--- src/core/ift_regs.svh ---
// Named constants of the interval flag timer: times, encodings, reset values.
// Assumes inclusion by its bare name from the package and the design modules.
`ifndef IFT_REGS_SVH
`define IFT_REGS_SVH

// ----------------------------------------------------------------------------
// Clock and interval times
// ----------------------------------------------------------------------------
`define IFT_CLK_PERIOD_NS      40
`define IFT_INTERVAL_100MS_NS  100000000
`define IFT_INTERVAL_50MS_NS   50000000
`define IFT_INTERVAL_20MS_NS   20000000
`define IFT_INTERVAL_10MS_NS   10000000
`define IFT_PHASE_STEP_NS      40000

// ----------------------------------------------------------------------------
// Encodings and reset values
// ----------------------------------------------------------------------------
`define IFT_SEL_W              2
`define IFT_SEL_100MS          2'h0
`define IFT_SEL_50MS           2'h1
`define IFT_SEL_20MS           2'h2
`define IFT_SEL_10MS           2'h3
`define IFT_SEL_RESET          2'h0
`define IFT_CARRY_W            4
`define IFT_CARRY_RESET        4'h0
`define IFT_CARRY_ONE          4'h1
`define IFT_ADDR_W             14
`define IFT_RESET_VECTOR       14'h0000
`define IFT_NUM_PULSES         4

`endif

--- src/core/ift_pkg.sv ---
// Types shared by the interval flag timer modules.
// Assumes the constants header is on the include path.
`include "ift_regs.svh"

package ift_pkg;

    // ------------------------------------------------------------------------
    // Interval selection and carriers
    // ------------------------------------------------------------------------
    typedef enum logic [`IFT_SEL_W-1:0] {
        IFT_SEL_100MS = `IFT_SEL_100MS,
        IFT_SEL_50MS  = `IFT_SEL_50MS,
        IFT_SEL_20MS  = `IFT_SEL_20MS,
        IFT_SEL_10MS  = `IFT_SEL_10MS
    } ift_sel_t;

    typedef struct packed {
        logic     wr;
        ift_sel_t data;
    } ift_sel_wr_t;

    typedef struct packed {
        logic                    en;
        logic [`IFT_CARRY_W-1:0] count;
    } ift_delay_cfg_t;

    typedef enum logic [2:0] {
        IFT_ST_IDLE = 3'b001,
        IFT_ST_WAIT = 3'b010,
        IFT_ST_DONE = 3'b100
    } ift_state_t;

endpackage : ift_pkg

--- src/core/ift_pulse_div.sv ---
// Free-running divider that makes one periodic square pulse from the clock.
// Assumes a synchronous active-low reset and a run level from the top.
`timescale 1ns/1ps
`default_nettype none

module ift_pulse_div #(
    parameter int PERIOD = 2500000,
    parameter int PHASE  = 0
) (
    input  wire logic clk,
    input  wire logic rst_n,
    input  wire logic run,
    output var  logic pulse
);
    localparam int CW = $clog2(PERIOD);
    localparam logic [CW-1:0] LAST  = CW'(PERIOD - 1);
    localparam logic [CW-1:0] HALF  = CW'(PERIOD / 2);
    localparam logic [CW-1:0] START = CW'(PHASE);

    logic [CW-1:0] cnt_reg;

    // Refuse periods that cannot make a square wave, and phases past a period.
    if (PERIOD < 2 || PHASE < 0 || PHASE >= PERIOD) begin : g_bad
        $error("ift_pulse_div: PERIOD or PHASE out of range");
    end

    // The counter never listens to the selection, so no pulse is ever realigned.
    always_ff @(posedge clk) begin
        if (!rst_n) begin
            cnt_reg <= START;
        end else if (run) begin
            cnt_reg <= (cnt_reg == LAST) ? '0 : cnt_reg + 1'b1;
        end
    end

    // High in the first half of each period.
    always_ff @(posedge clk) begin
        if (!rst_n) begin
            pulse <= 1'b0;
        end else begin
            pulse <= (cnt_reg < HALF);
        end
    end
endmodule : ift_pulse_div

`default_nettype wire

--- src/core/ift_edge_sel.sv ---
// Picks the selected interval pulse and turns its rising edge into a strobe.
// Assumes the pulses are registered in the same clock domain.
`timescale 1ns/1ps
`default_nettype none
`include "ift_regs.svh"

module ift_edge_sel
    import ift_pkg::*;
(
    input  wire logic                       clk,
    input  wire logic                       rst_n,
    input  wire logic [`IFT_NUM_PULSES-1:0] pulses,
    input  wire ift_pkg::ift_sel_t          sel,
    output var  logic                       rise
);
    logic sel_pulse;
    logic prev_reg;

    // The previous sample is of the selected pulse itself, so a selection
    // switch looks like an edge of the new pulse: low to high sets, high to
    // low does nothing.
    assign sel_pulse = pulses[sel];

    always_ff @(posedge clk) begin
        if (!rst_n) begin
            prev_reg <= 1'b1;
        end else begin
            prev_reg <= sel_pulse;
        end
    end

    // One-cycle strobe on a low to high step of the selected pulse.
    assign rise = sel_pulse & ~prev_reg;

endmodule : ift_edge_sel

`default_nettype wire

--- src/core/ift_timer.sv ---
// Interval flag timer with backup reset: four free pulses, a read-to-clear
// flag and a backup reset lined up with the selected pulse.
// Assumes every input is synchronous to CLK and read strobes last one cycle.
//
// Summary of operation
// - Four dividers make 10, 20, 50 and 100 Hz pulses that never restart on a selection change.
// - After a selection change the flag is set if the old pulse was low and the newly selected pulse is high.
// - The pulses start with fixed phase offsets that are each shorter than any period.
// - After power-on the flag stays zero and only a backup reset can set it until software has read it once.
// - A flag read returns the current value and, unless a set arrives with it, clears the flag in the same access.
// - After CE goes high the backup reset fires on the next selected rising edge (in delayed mode, the first one once the carry count is reached), setting the flag.
// - The first read after reset shows zero after power-on and one after a backup reset.
// - Either reset restarts instruction fetch from address zero.
// - With CE low the pulses and flag keep running unless clock stop is in force.
// - With the delayed backup reset in use the elapsed interval count is kept readable.
// - A 2-bit select picks the interval, is cleared on power-on and watchdog reset, kept on backup.
// - A read that coincides with the firing edge wins and the backup reset waits one more edge.
`timescale 1ns/1ps
`default_nettype none
`include "ift_regs.svh"

module ift_timer
    import ift_pkg::*;
#(
    parameter int PERIOD_100MS = `IFT_INTERVAL_100MS_NS / `IFT_CLK_PERIOD_NS,
    parameter int PERIOD_50MS  = `IFT_INTERVAL_50MS_NS / `IFT_CLK_PERIOD_NS,
    parameter int PERIOD_20MS  = `IFT_INTERVAL_20MS_NS / `IFT_CLK_PERIOD_NS,
    parameter int PERIOD_10MS  = `IFT_INTERVAL_10MS_NS / `IFT_CLK_PERIOD_NS,
    parameter int PHASE_STEP   = `IFT_PHASE_STEP_NS / `IFT_CLK_PERIOD_NS
) (
    input  wire logic                   CLK,
    input  wire logic                   RESET_N,
    input  wire logic                   WDT_RESET,
    input  wire logic                   CE,
    input  wire logic                   CLK_STOP,
    input  wire ift_pkg::ift_sel_wr_t   SEL_WRITE,
    input  wire ift_pkg::ift_delay_cfg_t DELAY_CFG,
    input  wire logic                   FLAG_RD,
    output var  logic                   FLAG_RDATA,
    output var  ift_pkg::ift_sel_t      SEL_Q,
    output var  logic [`IFT_CARRY_W-1:0] CARRY_COUNT,
    output var  logic                   BACKUP_RESET,
    output var  logic                   FETCH_RESTART,
    output var  logic [`IFT_ADDR_W-1:0] FETCH_ADDR
);

    // ------------------------------------------------------------------------
    // Elaboration checks
    // ------------------------------------------------------------------------

    // Every offset must stay below the shortest period so no phase reaches
    // past a whole interval.
    if (PHASE_STEP * (`IFT_NUM_PULSES - 1) >= PERIOD_10MS) begin : g_bad_phase
        $error("ift_timer: PHASE_STEP too large for PERIOD_10MS");
    end
    if (PERIOD_10MS > PERIOD_20MS || PERIOD_20MS > PERIOD_50MS ||
        PERIOD_50MS > PERIOD_100MS) begin : g_bad_order
        $error("ift_timer: interval periods must rise with the interval");
    end

    // ------------------------------------------------------------------------
    // Declarations
    // ------------------------------------------------------------------------
    logic [`IFT_NUM_PULSES-1:0] pulses;
    logic                       rise;
    logic                       run;
    logic                       armed_reg;
    logic                       flag_reg;
    logic                       flag_next;
    logic                       ce_q_reg;
    logic                       ce_rise;
    logic                       fire_ok;
    logic                       backup_fire;
    logic                       por_pend_reg;
    ift_sel_t                   sel_reg;
    ift_state_t                 state_reg;
    logic [`IFT_CARRY_W-1:0]    carry_reg;

    // Period for each select code, indexed by the code itself.
    function automatic int period_of(input int idx);
        case (idx)
            0:       period_of = PERIOD_100MS;
            1:       period_of = PERIOD_50MS;
            2:       period_of = PERIOD_20MS;
            default: period_of = PERIOD_10MS;
        endcase
    endfunction

    // ------------------------------------------------------------------------
    // Interval pulses
    // ------------------------------------------------------------------------

    // Clock stop freezes the dividers; nothing else pauses them.
    assign run = ~CLK_STOP;

    // One divider per interval, each started at its own fixed offset.
    for (genvar i = 0; i < `IFT_NUM_PULSES; i++) begin : g_div
        ift_pulse_div #(
            .PERIOD (period_of(i)),
            .PHASE  (PHASE_STEP * i)
        ) u_div (
            .clk   (CLK),
            .rst_n (RESET_N),
            .run   (run),
            .pulse (pulses[i])
        );
    end

    ift_edge_sel u_edge (
        .clk    (CLK),
        .rst_n  (RESET_N),
        .pulses (pulses),
        .sel    (sel_reg),
        .rise   (rise)
    );

    // ------------------------------------------------------------------------
    // Interval selection
    // ------------------------------------------------------------------------

    // A backup reset leaves the selection alone so the watch keeps its pace.
    always_ff @(posedge CLK) begin
        if (!RESET_N || WDT_RESET) begin
            sel_reg <= ift_sel_t'(`IFT_SEL_RESET);
        end else if (SEL_WRITE.wr) begin
            sel_reg <= SEL_WRITE.data;
        end
    end

    always_ff @(posedge CLK) begin
        if (!RESET_N) begin
            SEL_Q <= ift_sel_t'(`IFT_SEL_RESET);
        end else begin
            SEL_Q <= sel_reg;
        end
    end

    // ------------------------------------------------------------------------
    // Backup reset sequencing
    // ------------------------------------------------------------------------

    // The previous CE sample starts high, so a CE pin already high at power-on
    // is not taken for a step up and cannot fire a backup reset by itself.
    assign ce_rise = CE & ~ce_q_reg;

    always_ff @(posedge CLK) begin
        if (!RESET_N) begin
            ce_q_reg <= 1'b1;
        end else begin
            ce_q_reg <= CE;
        end
    end

    // Without the delay option the first edge may fire; with it, the carry
    // count must first reach the programmed number of intervals.
    assign fire_ok = ~DELAY_CFG.en || (carry_reg >= DELAY_CFG.count);

    // A read in the firing cycle wins; the reset then waits for another edge.
    assign backup_fire = (state_reg == IFT_ST_WAIT) && rise && fire_ok
                         && ~FLAG_RD;

    // Waits for CE to step up, then for the right pulse edge.
    always_ff @(posedge CLK) begin
        if (!RESET_N) begin
            state_reg <= IFT_ST_IDLE;
        end else begin
            case (state_reg)
                IFT_ST_IDLE: begin
                    if (ce_rise) begin
                        state_reg <= IFT_ST_WAIT;
                    end
                end
                IFT_ST_WAIT: begin
                    if (backup_fire) begin
                        state_reg <= IFT_ST_DONE;
                    end
                end
                IFT_ST_DONE: begin
                    state_reg <= IFT_ST_IDLE;
                end
                default: begin
                    state_reg <= IFT_ST_IDLE;
                end
            endcase
        end
    end

    // Counts selected edges seen while waiting short of the delay, not the firing edge; software reads the total.
    always_ff @(posedge CLK) begin
        if (!RESET_N) begin
            carry_reg <= `IFT_CARRY_RESET;
        end else if (state_reg == IFT_ST_IDLE && ce_rise) begin
            carry_reg <= `IFT_CARRY_RESET;
        end else if (state_reg == IFT_ST_WAIT && rise && !fire_ok) begin
            carry_reg <= carry_reg + `IFT_CARRY_ONE;
        end
    end

    always_ff @(posedge CLK) begin
        if (!RESET_N) begin
            CARRY_COUNT <= `IFT_CARRY_RESET;
        end else begin
            CARRY_COUNT <= carry_reg;
        end
    end

    // ------------------------------------------------------------------------
    // Interval flag
    // ------------------------------------------------------------------------

    // Setting by a pulse edge is held off after power-on until the first read or a backup reset, so that a
    // zero at the first read can only mean power-on.
    always_ff @(posedge CLK) begin
        if (!RESET_N) begin
            armed_reg <= 1'b0;
        end else if (FLAG_RD || backup_fire) begin
            armed_reg <= 1'b1;
        end
    end

    // A set arriving with a read wins over the clear, so no interval is lost.
    always_comb begin
        flag_next = flag_reg;
        if (backup_fire) begin
            flag_next = 1'b1;
        end else if (rise && armed_reg) begin
            flag_next = 1'b1;
        end else if (FLAG_RD) begin
            flag_next = 1'b0;
        end
    end

    always_ff @(posedge CLK) begin
        if (!RESET_N) begin
            flag_reg <= 1'b0;
        end else begin
            flag_reg <= flag_next;
        end
    end

    // Read data shows the flag as it stood before the clearing edge.
    always_ff @(posedge CLK) begin
        if (!RESET_N) begin
            FLAG_RDATA <= 1'b0;
        end else if (FLAG_RD) begin
            FLAG_RDATA <= flag_reg;
        end
    end

    // ------------------------------------------------------------------------
    // Fetch restart
    // ------------------------------------------------------------------------

    // Power-on restart is one pulse on the first edge after release.
    always_ff @(posedge CLK) begin
        if (!RESET_N) begin
            por_pend_reg <= 1'b1;
        end else begin
            por_pend_reg <= 1'b0;
        end
    end

    always_ff @(posedge CLK) begin
        if (!RESET_N) begin
            BACKUP_RESET  <= 1'b0;
            FETCH_RESTART <= 1'b0;
        end else begin
            BACKUP_RESET  <= backup_fire;
            FETCH_RESTART <= backup_fire | por_pend_reg;
        end
    end

    // The vector is fixed; it is a register only so the port is a flop.
    always_ff @(posedge CLK) begin
        if (!RESET_N) begin
            FETCH_ADDR <= `IFT_RESET_VECTOR;
        end else begin
            FETCH_ADDR <= `IFT_RESET_VECTOR;
        end
    end
endmodule : ift_timer

`default_nettype wire

--- config.mk ---
export PLATFORM = sky130hd
export DESIGN_NAME = ift_timer
export DESIGN_NICKNAME = d
export VERILOG_FILES = /design/src/core/ift_pkg.sv /design/src/core/ift_pulse_div.sv /design/src/core/ift_edge_sel.sv /design/src/core/ift_timer.sv
export VERILOG_INCLUDE_DIRS = /design/src /design/src/core
export SDC_FILE = /design/constraint.sdc
export NUM_CORES = 1
export LEC_CHECK = 0
export ABC_AREA = 0
export BUFFER_PORTS_ARGS = -buffer_cell sky130_fd_sc_hd__buf_2
export CAP_MARGIN = 10
export CORE_MARGIN = 2
export CORE_UTILIZATION = 51
export DETAILED_ROUTE_END_ITERATION = 8
export HOLD_SLACK_MARGIN = 0.03
export PLACE_DENSITY = 0.73
export SLEW_MARGIN = 25
export SYNTH_ARGS = -nofsm -noshare
export SYNTH_HDL_FRONTEND = slang
export SYNTH_SLANG_ARGS = --single-unit
--- constraint.sdc ---
create_clock -name CLK -period 4.1 [get_ports CLK]
set_input_delay 0.41 -clock CLK [delete_from_list [all_inputs] [get_ports CLK]]
set_output_delay 0.41 -clock CLK [all_outputs]
set_load 0.02 [all_outputs]
==> results of run 1 <==
==> cell type report <==
| type | instances | share of cell area (%) |
|---|---|---|
| clock buffers | 9 | 2.25 |
| multi-input cells | 445 | 50.8 |
| well taps | 133 | 3.03 |
| flip-flops and latches | 107 | 39.0 |
| clock inverters | 7 | 1.57 |
| repair buffers | 26 | 2.55 |
| inverters | 13 | 0.888 |
==> per-stage QoR <==
| step | cells | hold slack [ns] | utilization (%) | setup slack (ns) | area [um^2] |
|---|---|---|---|---|---|
| 2_1_floorplan | 599 | 0.404 | - | 2.15 | 5160 |
| 3_3_place_gp | 724 | 0.418 | 54.1 | 1.78 | 5290 |
| 3_5_place_dp | 724 | 0.419 | 54.1 | 1.73 | 5290 |
| 4_1_cts | 740 | 0.211 | 56.2 | 1.99 | 5500 |
| 5_1_grt | 740 | 0.228 | 56.2 | 1.75 | 5500 |
| 6_report | 740 | 0.239 | 56.2 | 1.97 | 5500 |
==> where the power goes <==
part           leakage (nW)  switching [mW]  total (mW)  internal (mW)
combinational          1.01          0.0587      0.0910         0.0323
clock                 0.103           0.368       0.661          0.294
sequential            0.867          0.0123        1.07           1.05
==> cells in the final DEF (no fill, tap or decap), types with 20 or more instances in the layout <==
cell	synthesis	routed
or3_1	20	20
buf_2	4	22
o21ai_0	35	35
nand3_1	24	24
xor2_1	25	25
nand4_1	25	25
nor2_1	51	51
xnor2_1	23	23
nand2_1	43	43
a21oi_1	29	29
dfxtp_1	107	107
==> Yosys cell counts (all sizes together) (2+ instances only) <==
| master | n |
|---|---|
| and3 | 6 |
| and3b | 2 |
| a21boi | 2 |
| a21o | 2 |
| nor4b | 2 |
| nor3 | 12 |
| ha | 9 |
| nor4bb | 6 |
| and4b | 3 |
| a211oi | 2 |
| or3 | 22 |
| and2 | 10 |
| a21oi | 29 |
| o21ai | 36 |
| o31ai | 13 |
| nand4 | 25 |
| nand2 | 43 |
| inv | 13 |
| nand3b | 4 |
| mux2i | 10 |
| nand3 | 25 |
| o21a | 2 |
| buf | 19 |
| clkbuf | 15 |
| o211ai | 2 |
| nor2b | 7 |
| xor2 | 25 |
| a311oi | 3 |
| nor2 | 51 |
| o211a | 3 |
| xnor2 | 23 |
| dfxtp | 107 |
| and4 | 8 |
| nor4 | 11 |
| nand4b | 5 |
| nand2b | 7 |
| or4 | 11 |
==> worst max path at each step <==
| stage | from | end | slack (ns) | depth (start not counted) |
|---|---|---|---|---|
| after detailed placement | CLK_STOP | g_div[2].u_div.cnt_reg[16]$_SDFFE_PN0N_ | 1.73 | 6 |
| after global placement | CLK_STOP | g_div[0].u_div.cnt_reg[21]$_SDFFE_PN0N_ | 1.78 | 5 |
| final | g_div[2].u_div.cnt_reg[0]$_SDFFE_PN0N_ | g_div[2].u_div.cnt_reg[16]$_SDFFE_PN0N_ | 1.97 | 6 |
| after CTS | g_div[2].u_div.cnt_reg[0]$_SDFFE_PN0N_ | g_div[2].u_div.cnt_reg[16]$_SDFFE_PN0N_ | 1.99 | 6 |
| after floorplan | g_div[1].u_div.cnt_reg[0]$_SDFFE_PN0N_ | g_div[1].u_div.cnt_reg[20]$_SDFFE_PN0N_ | 2.15 | 6 |
| after global routing | g_div[2].u_div.cnt_reg[0]$_SDFFE_PN0N_ | g_div[2].u_div.cnt_reg[13]$_SDFFE_PN0N_ | 1.75 | 6 |
==> metal layers <==
metal,vias up,track usage (%)
met2,94,33.3
met4,0,6.18
li1,2125,-
met3,9,4.51
met5,-,0
met1,2001,23.6
==> kinds of logic after synthesis <==
group                    Yosys count  share of synthesized area, %
XOR/XNOR                          48                          8.22
AND/OR/NAND/NOR                  264                          29.2
flip-flops                       107                          41.9
adder cells (fa/ha/maj)            9                          2.20
buffers and inverters             47                          4.60
multiplexers                      11                          2.18
other                              1                        0.0733
AO/OA/AOI/OAI                     99                          11.6
==> worst max-delay path: stages (launching register included) <==
cell	delay, ns
dfxtp_1	0.37
ha_1	0.17
and4b_1	0.40
nand2_1	0.19
o21ai_0	0.57
buf_4	0.27
a21oi_1	0.05
==> impl_results.md, run 1 <==
- Outcome: finished, final reports clean
- Clk root buf: clkbuf_8
- M1 wire length: about 4600 um
- Grt ovf: 0
- Chip width: around 100 um
- Rows: 36
- Cts bufs inserted: 9
- Multi-input logic area: 2790 um^2
- Sequential area share after synthesis: about two fifths
- RSZ-0062 raised after global routing: false
- Cts hold-fix bufs: 0
- Synthesized area: 5110 um^2
- # clock sinks: 107
- All-layer global routing usage: 19.2%
- Hold Crit Endpoint: ce_q_reg$_SDFF_PN1_
- First-pass DRT Iterations: 4
- HP Class: in -> reg
- Fin nets: ~630
- Max Slew Vio Count: 0
- Met3 wire length: 391 um
- DP Wirelength: 7180 um
- Worst-skew pair later-pin latency: 0.37 ns
- CP Class: reg -> reg
- Clk buf depth: 2
- Initial antenna violation count: 0
- R2r setup slk: about 2 ns
- Hold path startpoint: CE
- Critical path startpoint category: flop
- Pwr Total: 1.82 mW
- Global-route wire length before repair: between 15000 and 20000 um
- Netlist cell types: 56
- Htree depth: 3
- IO Pins: 37
- Core Area: ~9800 um^2
- WP data arrival: 2.40 ns
- Post-synth ARST share: 0%
- DR iter-0 viols: 180
- P&R area growth vs syn: 7.51%
- Synth Register Bits: 107
- Max Freq: approximately 470 MHz
- Post-route ant nets: 0
- Synth top area cells: dfxtp_1 (42%), xor2_1 (4.3%), xnor2_1 (3.9%), nor2_1 (3.7%), o21ai_0 (3.4%)
- FF-to-FF Start: g_div[2].u_div.cnt_reg[0]$_SDFFE_PN0N_
- CTS tree: yes
- Post-CTS Setup Inserts: 0
- WHS Path Cells: 2
- Largest net degree at the start of global routing: 35
- Ys flop type: dfxtp_1
- Yosys Warn Count: 0
- Global placement routability congestion: 0.840
- DR top layer: met4
- Vias in the first global route: a little under 4000
- Pin slew with the least headroom to its limit: 0.752 ns
- Setup_tns: 0 ns
- Die Ht: 104 um
- Setup violations, final: 0
- Slew headroom: 49.5%
- Routed wire length: 9970 um
- Crit path time final: around 2.1 ns
- Crit Path Max Fanout: 8
- Vias per cell: 5.71
- Seq. cell area: 2140 um^2
- Worst reg2reg path depth: 6
- Met2 routed WL: 4830 um
- Post-synth top area cell: dfxtp_1
- WL per Instance: 13.5 um
- R2r endpoint: g_div[2].u_div.cnt_reg[16]$_SDFFE_PN0N_
- Die area: 10800 um^2
- Via count of the routed design: 4229
- PostCTS Resize Cnt: 0
- # diodes: 0
- Final Cycle Share: 52.0%
- Setup Skew: 0.00740 ns
- Pwr dens: ~330 nW/um^2
- Avg Cell Area, Syn: 8.73 um^2
- Worst setup EP type: flop
- Largest register FFs: 80
- Syn Inst Count: a little under 600
- Leakage Power: 1.98 nW
- Layout cells sized above 1: 8.24%
- Clk slew on worst S/H paths: 0.10 ns
- WP data required: roughly 4.4 ns
- Starting density of the core: 52.3%
- IO buf count: 22
- DRC: 0
- Worst VDD drop: 0.197 mV
- Number of flops mapped to enable cells by yosys: 0
- Max-cap violations: 0
- Yosys top cell area share: 41.9%
- Fin. Hold Viols: 0
- Fillers: ~900
Power figures use the tool's default switching activity.
==> run 2, diff against run 1 <==
clock period = 2.1 ns   (was 4.1 ns; I/O delays follow)
==> run 2 against run 1 <==
Hold slack lost 0.16 ns. Clock power grew 110%. Sequential power grew 94%. Final area grew 2.7%. Combinational power grew 100%. Wire length grew 0.40%. Utilization grew 1.5 points. Setup slack lost 1.8 ns. Via count grew 1.2%. First-iteration DRC count grew 26%. Register-to-register slack lost 1.8 ns. Total power grew 100%. Largest power group unchanged.
==> impl_results.md, run 2 (synthesis results as in run 1) <==
- Sw Ratio: a little under a quarter
- Routed wire length: 10000 um
- Die Ht: 104 um
- Fin nets: roughly 640
- Clk pwr share: 37.8%
- PostCTS Resize Cnt: 0
- Cts hold-fix bufs: 1
- Max Freq: ~520 MHz
- Post-CTS Setup Inserts: 0
- Worst VDD drop: 0.392 mV
- Setup ws final: 0.164 ns
- DR iter-0 viols: roughly 230
- Crit Path Max Fanout: 7
- CTS tree: yes
- HP Class: in -> reg
- IO buf count: 22
- Reg power frac: 57.1%
- Clk buf depth: 2
- CP Class: reg -> reg
- Layout cells sized above 1: 10.7%
- DRC: 0
- Vias in the first global route: 3926
- Post-DP Area: 5420 um^2
- Via count of the routed design: 4278
- Setup_tns: 0 ns
- Clk root buf: clkbuf_8
- DP Worst Slack: 0.177 ns
- Cts bufs inserted: 9
- Fin cells: 758
- Grt ovf: 0
- Power Internal: 2.81 mW
- Combinational Power Share: 5.1%
- # clock sinks: between 100 and 150
- Crit path time final: 1.94 ns
- Leakage Power: roughly 2.1 nW
- Rows: 36
- Cells after DPL: 741
- WP data arrival: 2.26 ns
- Switching power: 0.837 mW
- Post-route ant nets: 0
- Worst setup EP type: flop
- Initial antenna violation count: 0
- RSZ-0062 raised after global routing: false
- WL per Instance: approximately 13 um
- Htree depth: 3
- Fin. Hold Viols: 0
- Largest register FFs: 80
- Critical path startpoint category: flop
- Max Slew Vio Count: 0
- Pwr Total: around 3.6 mW
- Clk slew on worst S/H paths: 0.10 ns
- WP data required: approximately 2.4 ns
- IO Pins: 37
- Global-route wire length before repair: 17400 um
- Worst-skew pair later-pin latency: 0.38 ns
- Final std cell area, no fill: 5650 um^2
- Pwr dens: 645 nW/um^2
- Most common library cell in the layout ignoring fill and taps: dfxtp_1
- DP Wirelength: 7210 um
- Outcome: finished, final reports clean
- Final Cycle Share: 92.2%
- Commonest cells after routing, fill and taps aside: dfxtp_1 (107), nor2_1 (51), nand2_1 (43)
- Global placement routability congestion: 0.886
- Chip width: 104 um
- All-layer global routing usage: between 10% and 20%
- First-pass DRT Iterations: 4
- Largest net degree at the start of global routing: 35
- Starting density of the core: a little over half
- Die area: 10800 um^2
- Max-cap violations: 0
- Vias per cell: 5.64
- Setup Skew: 0.0148 ns
- P&R area growth vs syn: 10.4%
- # diodes: 0
- Setup violations, final: 0
- Core Area: 9770 um^2
run 2: cell type report:
type | instances | area (um^2)
multi-input cells | 445 | 2790
well taps | 133 | 166
fillers | 884 | 4130
clock buffers | 9 | 124
inverters | 13 | 48.8
flip-flops and latches | 107 | 2140
repair buffers | 44 | 278
clock inverters | 7 | 97.6
run 2: metrics by stage:
stage	util [%]	hold slack [ns]
2_1_floorplan	-	0.311
3_3_place_gp	55.4	0.412
3_5_place_dp	55.4	0.419
4_1_cts	57.8	0.0597
5_1_grt	57.8	0.0850
6_report	57.8	0.0787
run 2: worst paths after layout:
check,from,end,slack [ns],depth (start not counted)
worst min register to register,por_pend_reg$_DFF_P_,FETCH_RESTART$_SDFF_PN0_,0.45,2
worst max-delay path,g_div[1].u_div.cnt_reg[0]$_SDFFE_PN0N_,g_div[1].u_div.cnt_reg[20]$_SDFFE_PN0N_,0.16,5
worst min-delay path,SEL_WRITE[1],sel_reg[1]$_SDFFE_PP0P_,0.08,3
worst max register to register,g_div[1].u_div.cnt_reg[0]$_SDFFE_PN0N_,g_div[1].u_div.cnt_reg[20]$_SDFFE_PN0N_,0.16,5
run 2: critical path, stage by stage (launching register included):
cell	delay [ns]
dfxtp_1	0.42
ha_1	0.20
nand4b_2	0.12
or3_1	0.49
or4_1	0.49
a21oi_1	0.15
run 2: power by group through the flow:
stage	combinational, mW	clock (mW)	sequential, mW
after global placement	0.178	0	2.13
after detailed placement	0.185	0	2.13
final	0.185	1.38	2.08
after floorplan	0.147	0	2.12
after global routing	0.209	1.50	2.09
after CTS	0.187	1.43	2.08
run 2: metal layers:
layer / vias to the layer above / track usage (%) / share of wire, %
li1: 2157 / - / -
met4: 0 / 4.15 / 1.1
met2: 85 / 33.3 / 48
met1: 2028 / 23.7 / 47
met3: 8 / 5.51 / 4.3
met5: - / 0 / 0
